--- config.mk ---
export PLATFORM = sky130hd
export DESIGN_NAME = eivt_top
export DESIGN_NICKNAME = d
export VERILOG_FILES = /design/src/hw/eivt_pkg.sv /design/src/hw/eivt_sync2.sv /design/src/hw/eivt_top.sv
export SDC_FILE = /design/constraint.sdc
export NUM_CORES = 1
export LEC_CHECK = 0
export BUFFER_PORTS_ARGS = -buffer_cell sky130_fd_sc_hd__buf_4
export CAP_MARGIN = 5
export CORE_ASPECT_RATIO = 2
export CORE_MARGIN = 2
export CORE_UTILIZATION = 52
export DETAILED_ROUTE_END_ITERATION = 10
export PLACE_DENSITY = 0.8
export SLEW_MARGIN = 15
export SYNTH_ARGS = -nofsm -noshare
export SYNTH_HDL_FRONTEND = slang
export SYNTH_SLANG_ARGS = --single-unit
--- constraint.sdc ---
create_clock -name clk -period 2.1 [get_ports clk]
set_input_delay 0.315 -clock clk [delete_from_list [all_inputs] [get_ports clk]]
set_output_delay 0.315 -clock clk [all_outputs]
set_load 0.05 [all_outputs]
--- src/hw/eivt_pkg.sv ---
// constants, register map and carrier types of the external interrupt and vector block
// assumes a single 50 MHz clock and an APB slave port with 32-bit data
`default_nettype none

package eivt_pkg;

    localparam int NUM_PC_PINS   = 12;
    localparam int GRP_A_W       = 8;
    localparam int GRP_B_W       = 4;
    localparam int NUM_PERIPH    = 13;
    localparam int NUM_RESET_SRC = 4;
    localparam int NUM_REQ       = 3 + NUM_PERIPH;
    localparam int ADDR_W        = 8;

    // program addresses of the vector table
    localparam logic [15:0] VEC_RESET            = 16'h0000;
    localparam logic [15:0] VEC_EXT_IRQ          = 16'h0001;
    localparam logic [15:0] VEC_GRP_A            = 16'h0002;
    localparam logic [15:0] VEC_GRP_B            = 16'h0003;
    localparam logic [15:0] VEC_WATCHDOG         = 16'h0004;
    localparam logic [15:0] VEC_WIDE_CAPTURE     = 16'h0005;
    localparam logic [15:0] VEC_WIDE_MATCH_A     = 16'h0006;
    localparam logic [15:0] VEC_WIDE_MATCH_B     = 16'h0007;
    localparam logic [15:0] VEC_WIDE_OVERFLOW    = 16'h0008;
    localparam logic [15:0] VEC_NARROW_MATCH_A   = 16'h0009;
    localparam logic [15:0] VEC_NARROW_MATCH_B   = 16'h000A;
    localparam logic [15:0] VEC_NARROW_OVERFLOW  = 16'h000B;
    localparam logic [15:0] VEC_COMPARATOR       = 16'h000C;
    localparam logic [15:0] VEC_CONVERTER_DONE   = 16'h000D;
    localparam logic [15:0] VEC_NVDATA_READY     = 16'h000E;
    localparam logic [15:0] VEC_SERIAL_START     = 16'h000F;
    localparam logic [15:0] VEC_SERIAL_OVERFLOW  = 16'h0010;

    // register byte offsets
    localparam logic [ADDR_W-1:0] REG_CTRL   = 8'h00;
    localparam logic [ADDR_W-1:0] REG_MASK_A = 8'h04;
    localparam logic [ADDR_W-1:0] REG_MASK_B = 8'h08;
    localparam logic [ADDR_W-1:0] REG_FLAGS  = 8'h0C;
    localparam logic [ADDR_W-1:0] REG_SRC_EN = 8'h10;
    localparam logic [ADDR_W-1:0] REG_STATUS = 8'h14;

    // status field positions
    localparam int STAT_REQ_BIT = 16;
    localparam int STAT_PIN_BIT = 17;

    typedef enum logic [1:0] {
        SENSE_LOW  = 2'b00,
        SENSE_ANY  = 2'b01,
        SENSE_FALL = 2'b10,
        SENSE_RISE = 2'b11
    } eivt_sense_e;

    typedef struct packed {
        logic        globalEn;
        logic        grpBEnable;
        logic        grpAEnable;
        logic        extEnable;
        eivt_sense_e senseSelect;
    } eivt_ctrl_s;

    typedef struct packed {
        logic grpBFlag;
        logic grpAFlag;
        logic extFlag;
    } eivt_flags_s;

    localparam int CTRL_W  = $bits(eivt_ctrl_s);
    localparam int FLAGS_W = $bits(eivt_flags_s);

    localparam eivt_ctrl_s            CTRL_RST   = '{1'b0, 1'b0, 1'b0, 1'b0, SENSE_LOW};
    localparam eivt_flags_s           FLAGS_RST  = '{1'b0, 1'b0, 1'b0};
    localparam logic [GRP_A_W-1:0]    MASK_A_RST = 8'h00;
    localparam logic [GRP_B_W-1:0]    MASK_B_RST = 4'h0;
    localparam logic [NUM_PERIPH-1:0] SRC_EN_RST = 13'h0000;

endpackage : eivt_pkg

`default_nettype wire

--- src/hw/eivt_sync2.sv ---
// two-stage synchroniser for asynchronous pin levels
// assumes the inputs may change at any time relative to clk
`default_nettype none

module eivt_sync2 #(
    parameter int WIDTH = 1
) (
    input  wire logic             clk,
    input  wire logic             rstn,
    input  wire logic [WIDTH-1:0] asyncIn,
    output logic      [WIDTH-1:0] syncOut
);

    logic [WIDTH-1:0] stage1_ff;

    always_ff @(posedge clk) begin
        if (!rstn) begin
            stage1_ff <= '0;
            syncOut   <= '0;
        end else begin
            stage1_ff <= asyncIn;
            syncOut   <= stage1_ff;
        end
    end

endmodule : eivt_sync2

`default_nettype wire

--- src/hw/eivt_top.sv ---
// external interrupt detection and vector table selection, with APB registers
// assumes pins are asynchronous, peripheral requests come from logic on clk
// What this block does
// - every reset cause fetches address zero
// - external pin vector 0x0001, group A 0x0002
// - group B 0x0003, watchdog 0x0004
// - wide timer at 0x0005 to 0x0008
// - narrow timer at 0x0009 to 0x000B
// - remaining sources at 0x000C to 0x0010
// - disabled sources never cause a fetch
// - pins trigger even when driven as outputs
// - group A requests on enabled pin toggle
// - group B requests on enabled pin toggle
// - per-pin mask gates group contribution
// - pin changes wake without a clock
// - falling, rising or low level on external pin
// - low level requests while pin stays low
// - edges recognised only with running clock
// - low level wakes without a clock
// - level gone before wake: no interrupt
// - sense codes: low, any, falling, rising
// - pulses over one clock period register
// - flags set by event, cleared by vector/write
// - group forwards only with both enables set
//
// The register offsets and the APB slave port were decided locally.
`default_nettype none

module eivt_top
    import eivt_pkg::*;
(
    input  wire logic                     clk,
    input  wire logic                     rstn,
    input  wire logic [ADDR_W-1:0]        paddr,
    input  wire logic                     psel,
    input  wire logic                     penable,
    input  wire logic                     pwrite,
    input  wire logic [31:0]              pwdata,
    input  wire logic [3:0]               pstrb,
    output logic      [31:0]              prdata,
    output logic                          pready,
    output logic                          pslverr,
    input  wire logic                     extIrqPin,
    input  wire logic [NUM_PC_PINS-1:0]   pinChangePins,
    input  wire logic [NUM_RESET_SRC-1:0] resetCauses,
    input  wire logic [NUM_PERIPH-1:0]    periphReq,
    input  wire logic                     irqAck,
    output logic                          irqReq,
    output logic      [15:0]              irqVecAddr,
    output logic                          coreRestart,
    output logic                          wakeReq
);

    // vector addresses of every request, lowest index wins
    // external, group, watchdog and remaining peripheral vectors
    localparam logic [15:0] REQ_VEC [NUM_REQ] = '{
        VEC_EXT_IRQ, VEC_GRP_A, VEC_GRP_B, VEC_WATCHDOG,
        VEC_WIDE_CAPTURE, VEC_WIDE_MATCH_A, VEC_WIDE_MATCH_B, VEC_WIDE_OVERFLOW,
        VEC_NARROW_MATCH_A, VEC_NARROW_MATCH_B, VEC_NARROW_OVERFLOW,
        VEC_COMPARATOR, VEC_CONVERTER_DONE, VEC_NVDATA_READY,
        VEC_SERIAL_START, VEC_SERIAL_OVERFLOW
    };

    localparam int SYNC_W = 1 + NUM_PC_PINS + NUM_RESET_SRC;

    eivt_ctrl_s                 ctrl_ff;
    eivt_flags_s                flags_ff;
    logic [GRP_A_W-1:0]         maskA_ff;
    logic [GRP_B_W-1:0]         maskB_ff;
    logic [NUM_PERIPH-1:0]      srcEn_ff;
    logic [31:0]                prdata_ff;
    logic                       irqReq_ff;
    logic [15:0]                irqVecAddr_ff;
    logic                       coreRestart_ff;
    logic                       extPrev_ff;
    logic [NUM_PC_PINS-1:0]     pcPrev_ff;
    logic                       resetPrev_ff;

    logic [SYNC_W-1:0]          syncBus;
    logic                       extSync;
    logic [NUM_PC_PINS-1:0]     pcSync;
    logic [NUM_RESET_SRC-1:0]   resetSync;
    logic [NUM_PC_PINS-1:0]     pcMask;
    logic [NUM_PC_PINS-1:0]     pcIn;
    logic                       grpASetFlag;
    logic                       grpBSetFlag;
    logic                       extEdge;
    logic                       levelMode;
    logic                       resetAny;
    logic                       setupPhase;
    logic                       accessPhase;
    logic                       addrOk;
    logic                       wrEn;
    logic [NUM_REQ-1:0]         pending;
    logic                       nxt_irqReq;
    logic [15:0]                nxt_irqVecAddr;
    logic [31:0]                nxt_prdata;
    logic                       ackExt;
    logic                       ackGrpA;
    logic                       ackGrpB;

    // merge write data into a register image according to byte strobes
    function automatic logic [31:0] strbMerge(input logic [31:0] oldVal,
                                              input logic [31:0] newVal,
                                              input logic [3:0]  strb);
        logic [31:0] res;
        res = oldVal;
        for (int b = 0; b < 4; b++) begin
            if (strb[b]) begin
                res[8*b +: 8] = newVal[8*b +: 8];
            end
        end
        return res;
    endfunction : strbMerge

    // ---------------- pin sampling ----------------
    // pad level sampled whatever the pin direction
    eivt_sync2 #(
        .WIDTH (SYNC_W)
    ) u_sync (
        .clk     (clk),
        .rstn    (rstn),
        .asyncIn ({resetCauses, pinChangePins, extIrqPin}),
        .syncOut (syncBus)
    );

    assign extSync   = syncBus[0];
    assign pcSync    = syncBus[NUM_PC_PINS:1];
    assign resetSync = syncBus[SYNC_W-1 -: NUM_RESET_SRC];
    assign resetAny  = |resetSync;

    // ---------------- pin change detection ----------------
    // per-pin mask ahead of comparison
    assign pcMask = {maskB_ff, maskA_ff};
    assign pcIn   = pcSync & pcMask;

    always_ff @(posedge clk) begin
        if (!rstn) begin
            pcPrev_ff <= '0;
        end else begin
            pcPrev_ff <= pcIn;
        end
    end

    // any enabled pin of 7..0 toggles
    assign grpASetFlag = |(pcIn[GRP_A_W-1:0] ^ pcPrev_ff[GRP_A_W-1:0]);
    // any enabled pin of 11..8 toggles
    assign grpBSetFlag = |(pcIn[NUM_PC_PINS-1:GRP_A_W] ^ pcPrev_ff[NUM_PC_PINS-1:GRP_A_W]);

    // ---------------- external pin sense ----------------
    always_ff @(posedge clk) begin
        if (!rstn) begin
            extPrev_ff <= 1'b1;
        end else begin
            extPrev_ff <= extSync;
        end
    end

    assign levelMode = (ctrl_ff.senseSelect == SENSE_LOW);

    // edges seen on clocked samples only
    // one-period pulse reaches the second stage
    always_comb begin
        case (ctrl_ff.senseSelect)
            SENSE_ANY:  extEdge = extSync ^ extPrev_ff;
            SENSE_FALL: extEdge = extPrev_ff & ~extSync;
            SENSE_RISE: extEdge = ~extPrev_ff & extSync;
            default:    extEdge = 1'b0;
        endcase
    end

    // ---------------- clockless wake path ----------------
    // raw low level wakes without clock
    assign wakeReq = (ctrl_ff.extEnable & levelMode & ~extIrqPin)
                   | (ctrl_ff.grpAEnable
                      & (|((pinChangePins[GRP_A_W-1:0] & maskA_ff)
                           ^ pcPrev_ff[GRP_A_W-1:0])))
                   | (ctrl_ff.grpBEnable
                      & (|((pinChangePins[NUM_PC_PINS-1:GRP_A_W] & maskB_ff)
                           ^ pcPrev_ff[NUM_PC_PINS-1:GRP_A_W])));

    // ---------------- APB slave ----------------
    assign setupPhase  = psel & ~penable;
    assign accessPhase = psel & penable;
    assign pready      = 1'b1;

    always_comb begin
        case (paddr)
            REG_CTRL, REG_MASK_A, REG_MASK_B,
            REG_FLAGS, REG_SRC_EN, REG_STATUS: addrOk = 1'b1;
            default:                           addrOk = 1'b0;
        endcase
    end

    assign pslverr = accessPhase & ~addrOk;
    assign wrEn    = accessPhase & pwrite & addrOk;

    always_ff @(posedge clk) begin
        if (!rstn) begin
            ctrl_ff <= CTRL_RST;
        end else if (wrEn && paddr == REG_CTRL) begin
            ctrl_ff <= eivt_ctrl_s'(strbMerge({{(32-CTRL_W){1'b0}}, ctrl_ff},
                                              pwdata, pstrb));
        end
    end

    always_ff @(posedge clk) begin
        if (!rstn) begin
            maskA_ff <= MASK_A_RST;
            maskB_ff <= MASK_B_RST;
        end else if (wrEn && paddr == REG_MASK_A) begin
            maskA_ff <= pstrb[0] ? pwdata[GRP_A_W-1:0] : maskA_ff;
        end else if (wrEn && paddr == REG_MASK_B) begin
            maskB_ff <= pstrb[0] ? pwdata[GRP_B_W-1:0] : maskB_ff;
        end
    end

    always_ff @(posedge clk) begin
        if (!rstn) begin
            srcEn_ff <= SRC_EN_RST;
        end else if (wrEn && paddr == REG_SRC_EN) begin
            srcEn_ff <= NUM_PERIPH'(strbMerge({{(32-NUM_PERIPH){1'b0}}, srcEn_ff},
                                              pwdata, pstrb));
        end
    end

    always_comb begin
        nxt_prdata = 32'h0000_0000;
        case (paddr)
            REG_CTRL:   nxt_prdata[CTRL_W-1:0]     = ctrl_ff;
            REG_MASK_A: nxt_prdata[GRP_A_W-1:0]    = maskA_ff;
            REG_MASK_B: nxt_prdata[GRP_B_W-1:0]    = maskB_ff;
            REG_FLAGS:  nxt_prdata[FLAGS_W-1:0]    = flags_ff;
            REG_SRC_EN: nxt_prdata[NUM_PERIPH-1:0] = srcEn_ff;
            REG_STATUS: begin
                nxt_prdata[15:0]         = irqVecAddr_ff;
                nxt_prdata[STAT_REQ_BIT] = irqReq_ff;
                nxt_prdata[STAT_PIN_BIT] = extSync;
            end
            default:    nxt_prdata = 32'h0000_0000;
        endcase
    end

    // read data captured in the setup cycle, presented in the access cycle
    always_ff @(posedge clk) begin
        if (!rstn) begin
            prdata_ff <= 32'h0000_0000;
        end else if (setupPhase && !pwrite) begin
            prdata_ff <= nxt_prdata;
        end
    end

    assign prdata = prdata_ff;

    // ---------------- flags ----------------
    assign ackExt  = irqAck & irqReq_ff & (irqVecAddr_ff == VEC_EXT_IRQ);
    assign ackGrpA = irqAck & irqReq_ff & (irqVecAddr_ff == VEC_GRP_A);
    assign ackGrpB = irqAck & irqReq_ff & (irqVecAddr_ff == VEC_GRP_B);

    // set by event wins over vector or write-one clear
    always_ff @(posedge clk) begin
        if (!rstn) begin
            flags_ff <= FLAGS_RST;
        end else begin
            if (levelMode) begin
                flags_ff.extFlag <= 1'b0;
            end else if (extEdge) begin
                flags_ff.extFlag <= 1'b1;
            end else if (ackExt || (wrEn && paddr == REG_FLAGS && pstrb[0] && pwdata[0])) begin
                flags_ff.extFlag <= 1'b0;
            end
            if (grpASetFlag) begin
                flags_ff.grpAFlag <= 1'b1;
            end else if (ackGrpA || (wrEn && paddr == REG_FLAGS && pstrb[0] && pwdata[1])) begin
                flags_ff.grpAFlag <= 1'b0;
            end
            if (grpBSetFlag) begin
                flags_ff.grpBFlag <= 1'b1;
            end else if (ackGrpB || (wrEn && paddr == REG_FLAGS && pstrb[0] && pwdata[2])) begin
                flags_ff.grpBFlag <= 1'b0;
            end
        end
    end

    // ---------------- request gating ----------------
    // level or edge flag selects the source
    // level request holds while pin low
    // level gone before sampling gives nothing
    assign pending[0] = ctrl_ff.globalEn & ctrl_ff.extEnable
                      & (levelMode ? ~extSync : flags_ff.extFlag);
    // group and global enable both needed
    assign pending[1] = ctrl_ff.globalEn & ctrl_ff.grpAEnable & flags_ff.grpAFlag;
    assign pending[2] = ctrl_ff.globalEn & ctrl_ff.grpBEnable & flags_ff.grpBFlag;

    // peripheral requests gated by their enables
    genvar gi;
    generate
        for (gi = 0; gi < NUM_PERIPH; gi++) begin : g_periph
            assign pending[3+gi] = ctrl_ff.globalEn & srcEn_ff[gi] & periphReq[gi];
        end
    endgenerate

    // lowest vector address has highest priority
    always_comb begin
        nxt_irqReq     = 1'b0;
        nxt_irqVecAddr = VEC_RESET;
        for (int i = NUM_REQ - 1; i >= 0; i--) begin
            if (pending[i]) begin
                nxt_irqReq     = 1'b1;
                nxt_irqVecAddr = REQ_VEC[i];
            end
        end
    end

    // ---------------- vector output ----------------
    always_ff @(posedge clk) begin
        if (!rstn) begin
            resetPrev_ff <= 1'b0;
        end else begin
            resetPrev_ff <= resetAny;
        end
    end

    // any reset cause forces address zero
    always_ff @(posedge clk) begin
        if (!rstn) begin
            irqReq_ff      <= 1'b0;
            irqVecAddr_ff  <= VEC_RESET;
            coreRestart_ff <= 1'b0;
        end else if (resetAny) begin
            irqReq_ff      <= 1'b0;
            irqVecAddr_ff  <= VEC_RESET;
            coreRestart_ff <= ~resetPrev_ff;
        end else begin
            irqReq_ff      <= nxt_irqReq & ~irqAck;
            irqVecAddr_ff  <= nxt_irqVecAddr;
            coreRestart_ff <= 1'b0;
        end
    end

    assign irqReq      = irqReq_ff;
    assign irqVecAddr  = irqVecAddr_ff;
    assign coreRestart = coreRestart_ff;

endmodule : eivt_top

`default_nettype wire

==> results.py <==
metrics = {
    "global_routing": {
        "grt_antenna_before_repair": 0,
        "grt_start_max_net_pins": 40,
        "grt_use_total_pct": 22.95,
        "grt_first_pass_wirelength_mm": 16.99,
        "grt_remaining_overflow": 0,
        "grt_pass1_vias": 3627,
    },
    "sta": {
        "slew_headroom_pct": 61.71,
        "rsz0062_at_grt": "false",
        "drv_slew": 0,
        "setup_ws_ps": 154.6,
        "finalSetupTns_ps": 0,
        "whs_ps": 157.1,
        "max_freq_ghz": 0.5140,
        "clock-skew-final_ps": 6.818,
        "worst_pin_slew_ps": 572.9,
        "finalCritPeriodShare_pct": 92.64,
        "post-route-min-period_ps": 1945,
        "hold_violations": 0,
        "final-setup-viol-count": 0,
    },
    "synth": {
        "ys_seq_elements": 104,
        "synth.distinct_cells": 49,
        "synthCells": 491,
        "ys_top_cells_by_count": "dfxtp_1 (104), nand2_1 (60), nor2_1 (60)",
        "yosysTopAreaCell": "dfxtp_1",
        "ys_top_cells_by_area": "dfxtp_1 (46%), mux2i_1 (7.6%), nand2_1 (5.0%)",
        "ys_warn_count": 0,
        "avgSynthCellArea_sq_um": 9.176,
        "yosysMostFrequentCell": "dfxtp_1",
        "seq_area_frac_synth_pct": 46.21,
        "syn_area_sq_um": 4506,
        "synthArstFlopShare_pct": 0,
        "synth.top_cell.area_share_pct": 46.21,
        "synth_edf_count": 0,
        "ys.flop_type": "dfxtp_1",
    },
    "clock_tree": {
        "ctsHoldBuffers": 0,
        "insertion_delay_ps": 340,
        "clockRootBuffer": "clkbuf_16",
        "ctsLongestPathBuffers": 2,
        "numCtsBuffers": 9,
        "cts_tree": "done",
        "post_cts_resize_count": 0,
        "post-cts-setup-buffers": 0,
        "clock_sinks": 104,
        "clkTransAtPathRegs_ps": 70,
        "htreeDepth": 3,
    },
    "die": {
        "core_area_sq_um": 8528,
        "core.rowCount": 48,
        "die_h_microns": 135.6,
        "ioPinCount": 133,
        "dieWidth_microns": 69.82,
        "dieArea_sq_um": 9470,
        "start_util_pct": 52.83,
    },
    "critical_path": {
        "cp-end-kind": "output port",
        "worst-setup-path-type": "reg -> out",
        "critical_path_required_ps": 1780,
        "r2r_cells": 5,
        "path_max_fanout": 4,
        "cp.arrival_ps": 1630,
        "r2r-end": "irqReq",
        "worstSetupStartpointType": "flop",
        "r2r_slack_ps": 320,
        "rr_startpoint": "ctrl_ff[1]",
    },
    "layout": {
        "antenna_cells": 0,
        "register_area_sq_um": 2082,
        "drive_above_1_share_pct": 21.01,
        "fin_cells": 676,
        "nFillCells": 726,
        "final_area_sq_um": 5435,
        "layout-area-overhead-vs-synth_pct": 20.63,
        "finalNetCount": 653,
        "utilization_pct": 63.73,
        "multiInputGateArea_sq_um": 2212,
    },
    "placement": {
        "port-buffer-count": 82,
        "placed_area_sq_um": 5130,
        "place_congestion": 0.9779,
        "place_inst": 660,
        "pre_cts_slack_ps": 133.3,
        "hpwl_mm": 8.310,
    },
    "drt": {
        "vias_per_cell": 5.436,
        "dr.first_iter.drc_count": 243,
        "ant_nets": 0,
        "drcViolationCount": 0,
        "wl_per_cell_microns": 15.96,
        "vias": 3675,
        "first_pass_iters": 5,
        "wirelength_mm": 10.79,
    },
    "status": {
        "status": "completed",
    },
    "min_path": {
        "hold_path.startpoint": "irqAck",
        "hold_path_end": "irqReq",
        "worstHoldPathCells": 2,
        "hold_path_class": "in -> reg",
    },
    "job": {
        "drv_cap": 0,
    },
    "power": {
        "power.density_nw_per_um2": 744.4,
        "finalPower_mw": 4.046,
        "p_leak_nw": 2.428,
        "ir_drop_v": 0.0005685,
    },
}
registers in the layout, summed over array words and instances, names as in the netlist:
signal,flops
ctrl_ff,6
u_sync.syncOut,17
prdata,15
irqReq,1
resetPrev_ff,1
maskB_ff,4
srcEn_ff,13
extPrev_ff,1
coreRestart,1
u_sync.stage1_ff,17
flags_ff,3
pcPrev_ff,12
irqVecAddr,5
maskA_ff,8
how the worst max path moves through the flow:
stage	start	endpoint	slack, ps	depth (start not counted)
after floorplan	paddr[4]	pslverr	260	3
after global placement	paddr[5]	flags_ff[1]	160	6
after detailed placement	paddr[5]	maskB_ff[3]	130	6
after CTS	maskB_ff[3]	wakeReq	150	6
after global routing	maskA_ff[7]	wakeReq	90	6
final	maskB_ff[3]	wakeReq	150	6
cell families (layout without fill, tap and decap cells):
kind of cell    count (synthesis)  after routing  share of synthesized area (%)
xor+xnor                       24             24                          4.665
mux                            39             39                          9.803
flops                         104            104                          46.21
fa+ha+maj                       2              2                         0.5553
simple gates                  207            207                          23.13
other cells                     2             29                         0.1667
compound gates                 60             60                          8.525
buf+inv                        53            111                          6.942
critical path, stage by stage, from the launching register on:
cell and delay (ps):
dfxtp_1 410, nand2_1 100, xor2_1 150, nand4_1 150
a21oi_1 200, nand2_1 80, buf_4 190
layout by cell type, fill, tap and decap left out, drive strengths merged, types with 2 or more instances in the layout:
cell | Yosys | layout
inv | 4 | 5
nand2b | 2 | 2
dfxtp | 104 | 104
mux4 | 4 | 4
a21boi | 4 | 4
clkbuf | 15 | 10
nand4 | 10 | 10
nor2b | 5 | 5
clkinvlp | 0 | 3
a22oi | 8 | 8
nor4 | 3 | 3
nor3 | 4 | 4
and2 | 35 | 35
o21ai | 11 | 11
a31oi | 2 | 2
xnor2 | 4 | 4
conb | 2 | 29
nand3 | 15 | 15
a22o | 5 | 5
buf | 34 | 91
nand2 | 60 | 60
xor2 | 20 | 20
mux2i | 34 | 34
a211oi | 2 | 2
nor4b | 3 | 3
and4 | 2 | 2
a21oi | 20 | 20
nor2 | 60 | 60
and3 | 3 | 3
ha | 2 | 2
o22ai | 2 | 2
power by group:
part           total, mW  internal [mW]  switching (mW)
combinational      0.355          0.115           0.239
clock               1.68          0.958           0.718
sequential          2.01           2.01         0.00885
cell type report:
type                            count  area share [%]
Multi-Input combinational cell    361           40.70
Clock inverter                      6           1.220
Inverter                            4          0.2762
Tap cell                          100           2.302
Clock buffer                       10           4.397
Sequential cell                   104           38.31
Timing Repair Buffer               91           12.80
metal layers:
layer / part of all wire, % / track usage, % / up-vias / routed length [microns]
met5: 0 / 0 / - / 0
met4: 3.8 / 12.71 / 0 / 406
met3: 5.0 / 4.613 / 26 / 534
met2: 56 / 43.81 / 127 / 6010
met1: 36 / 22.46 / 1750 / 3834
li1: - / - / 1772 / -
(Power assumes the default switching activity.)
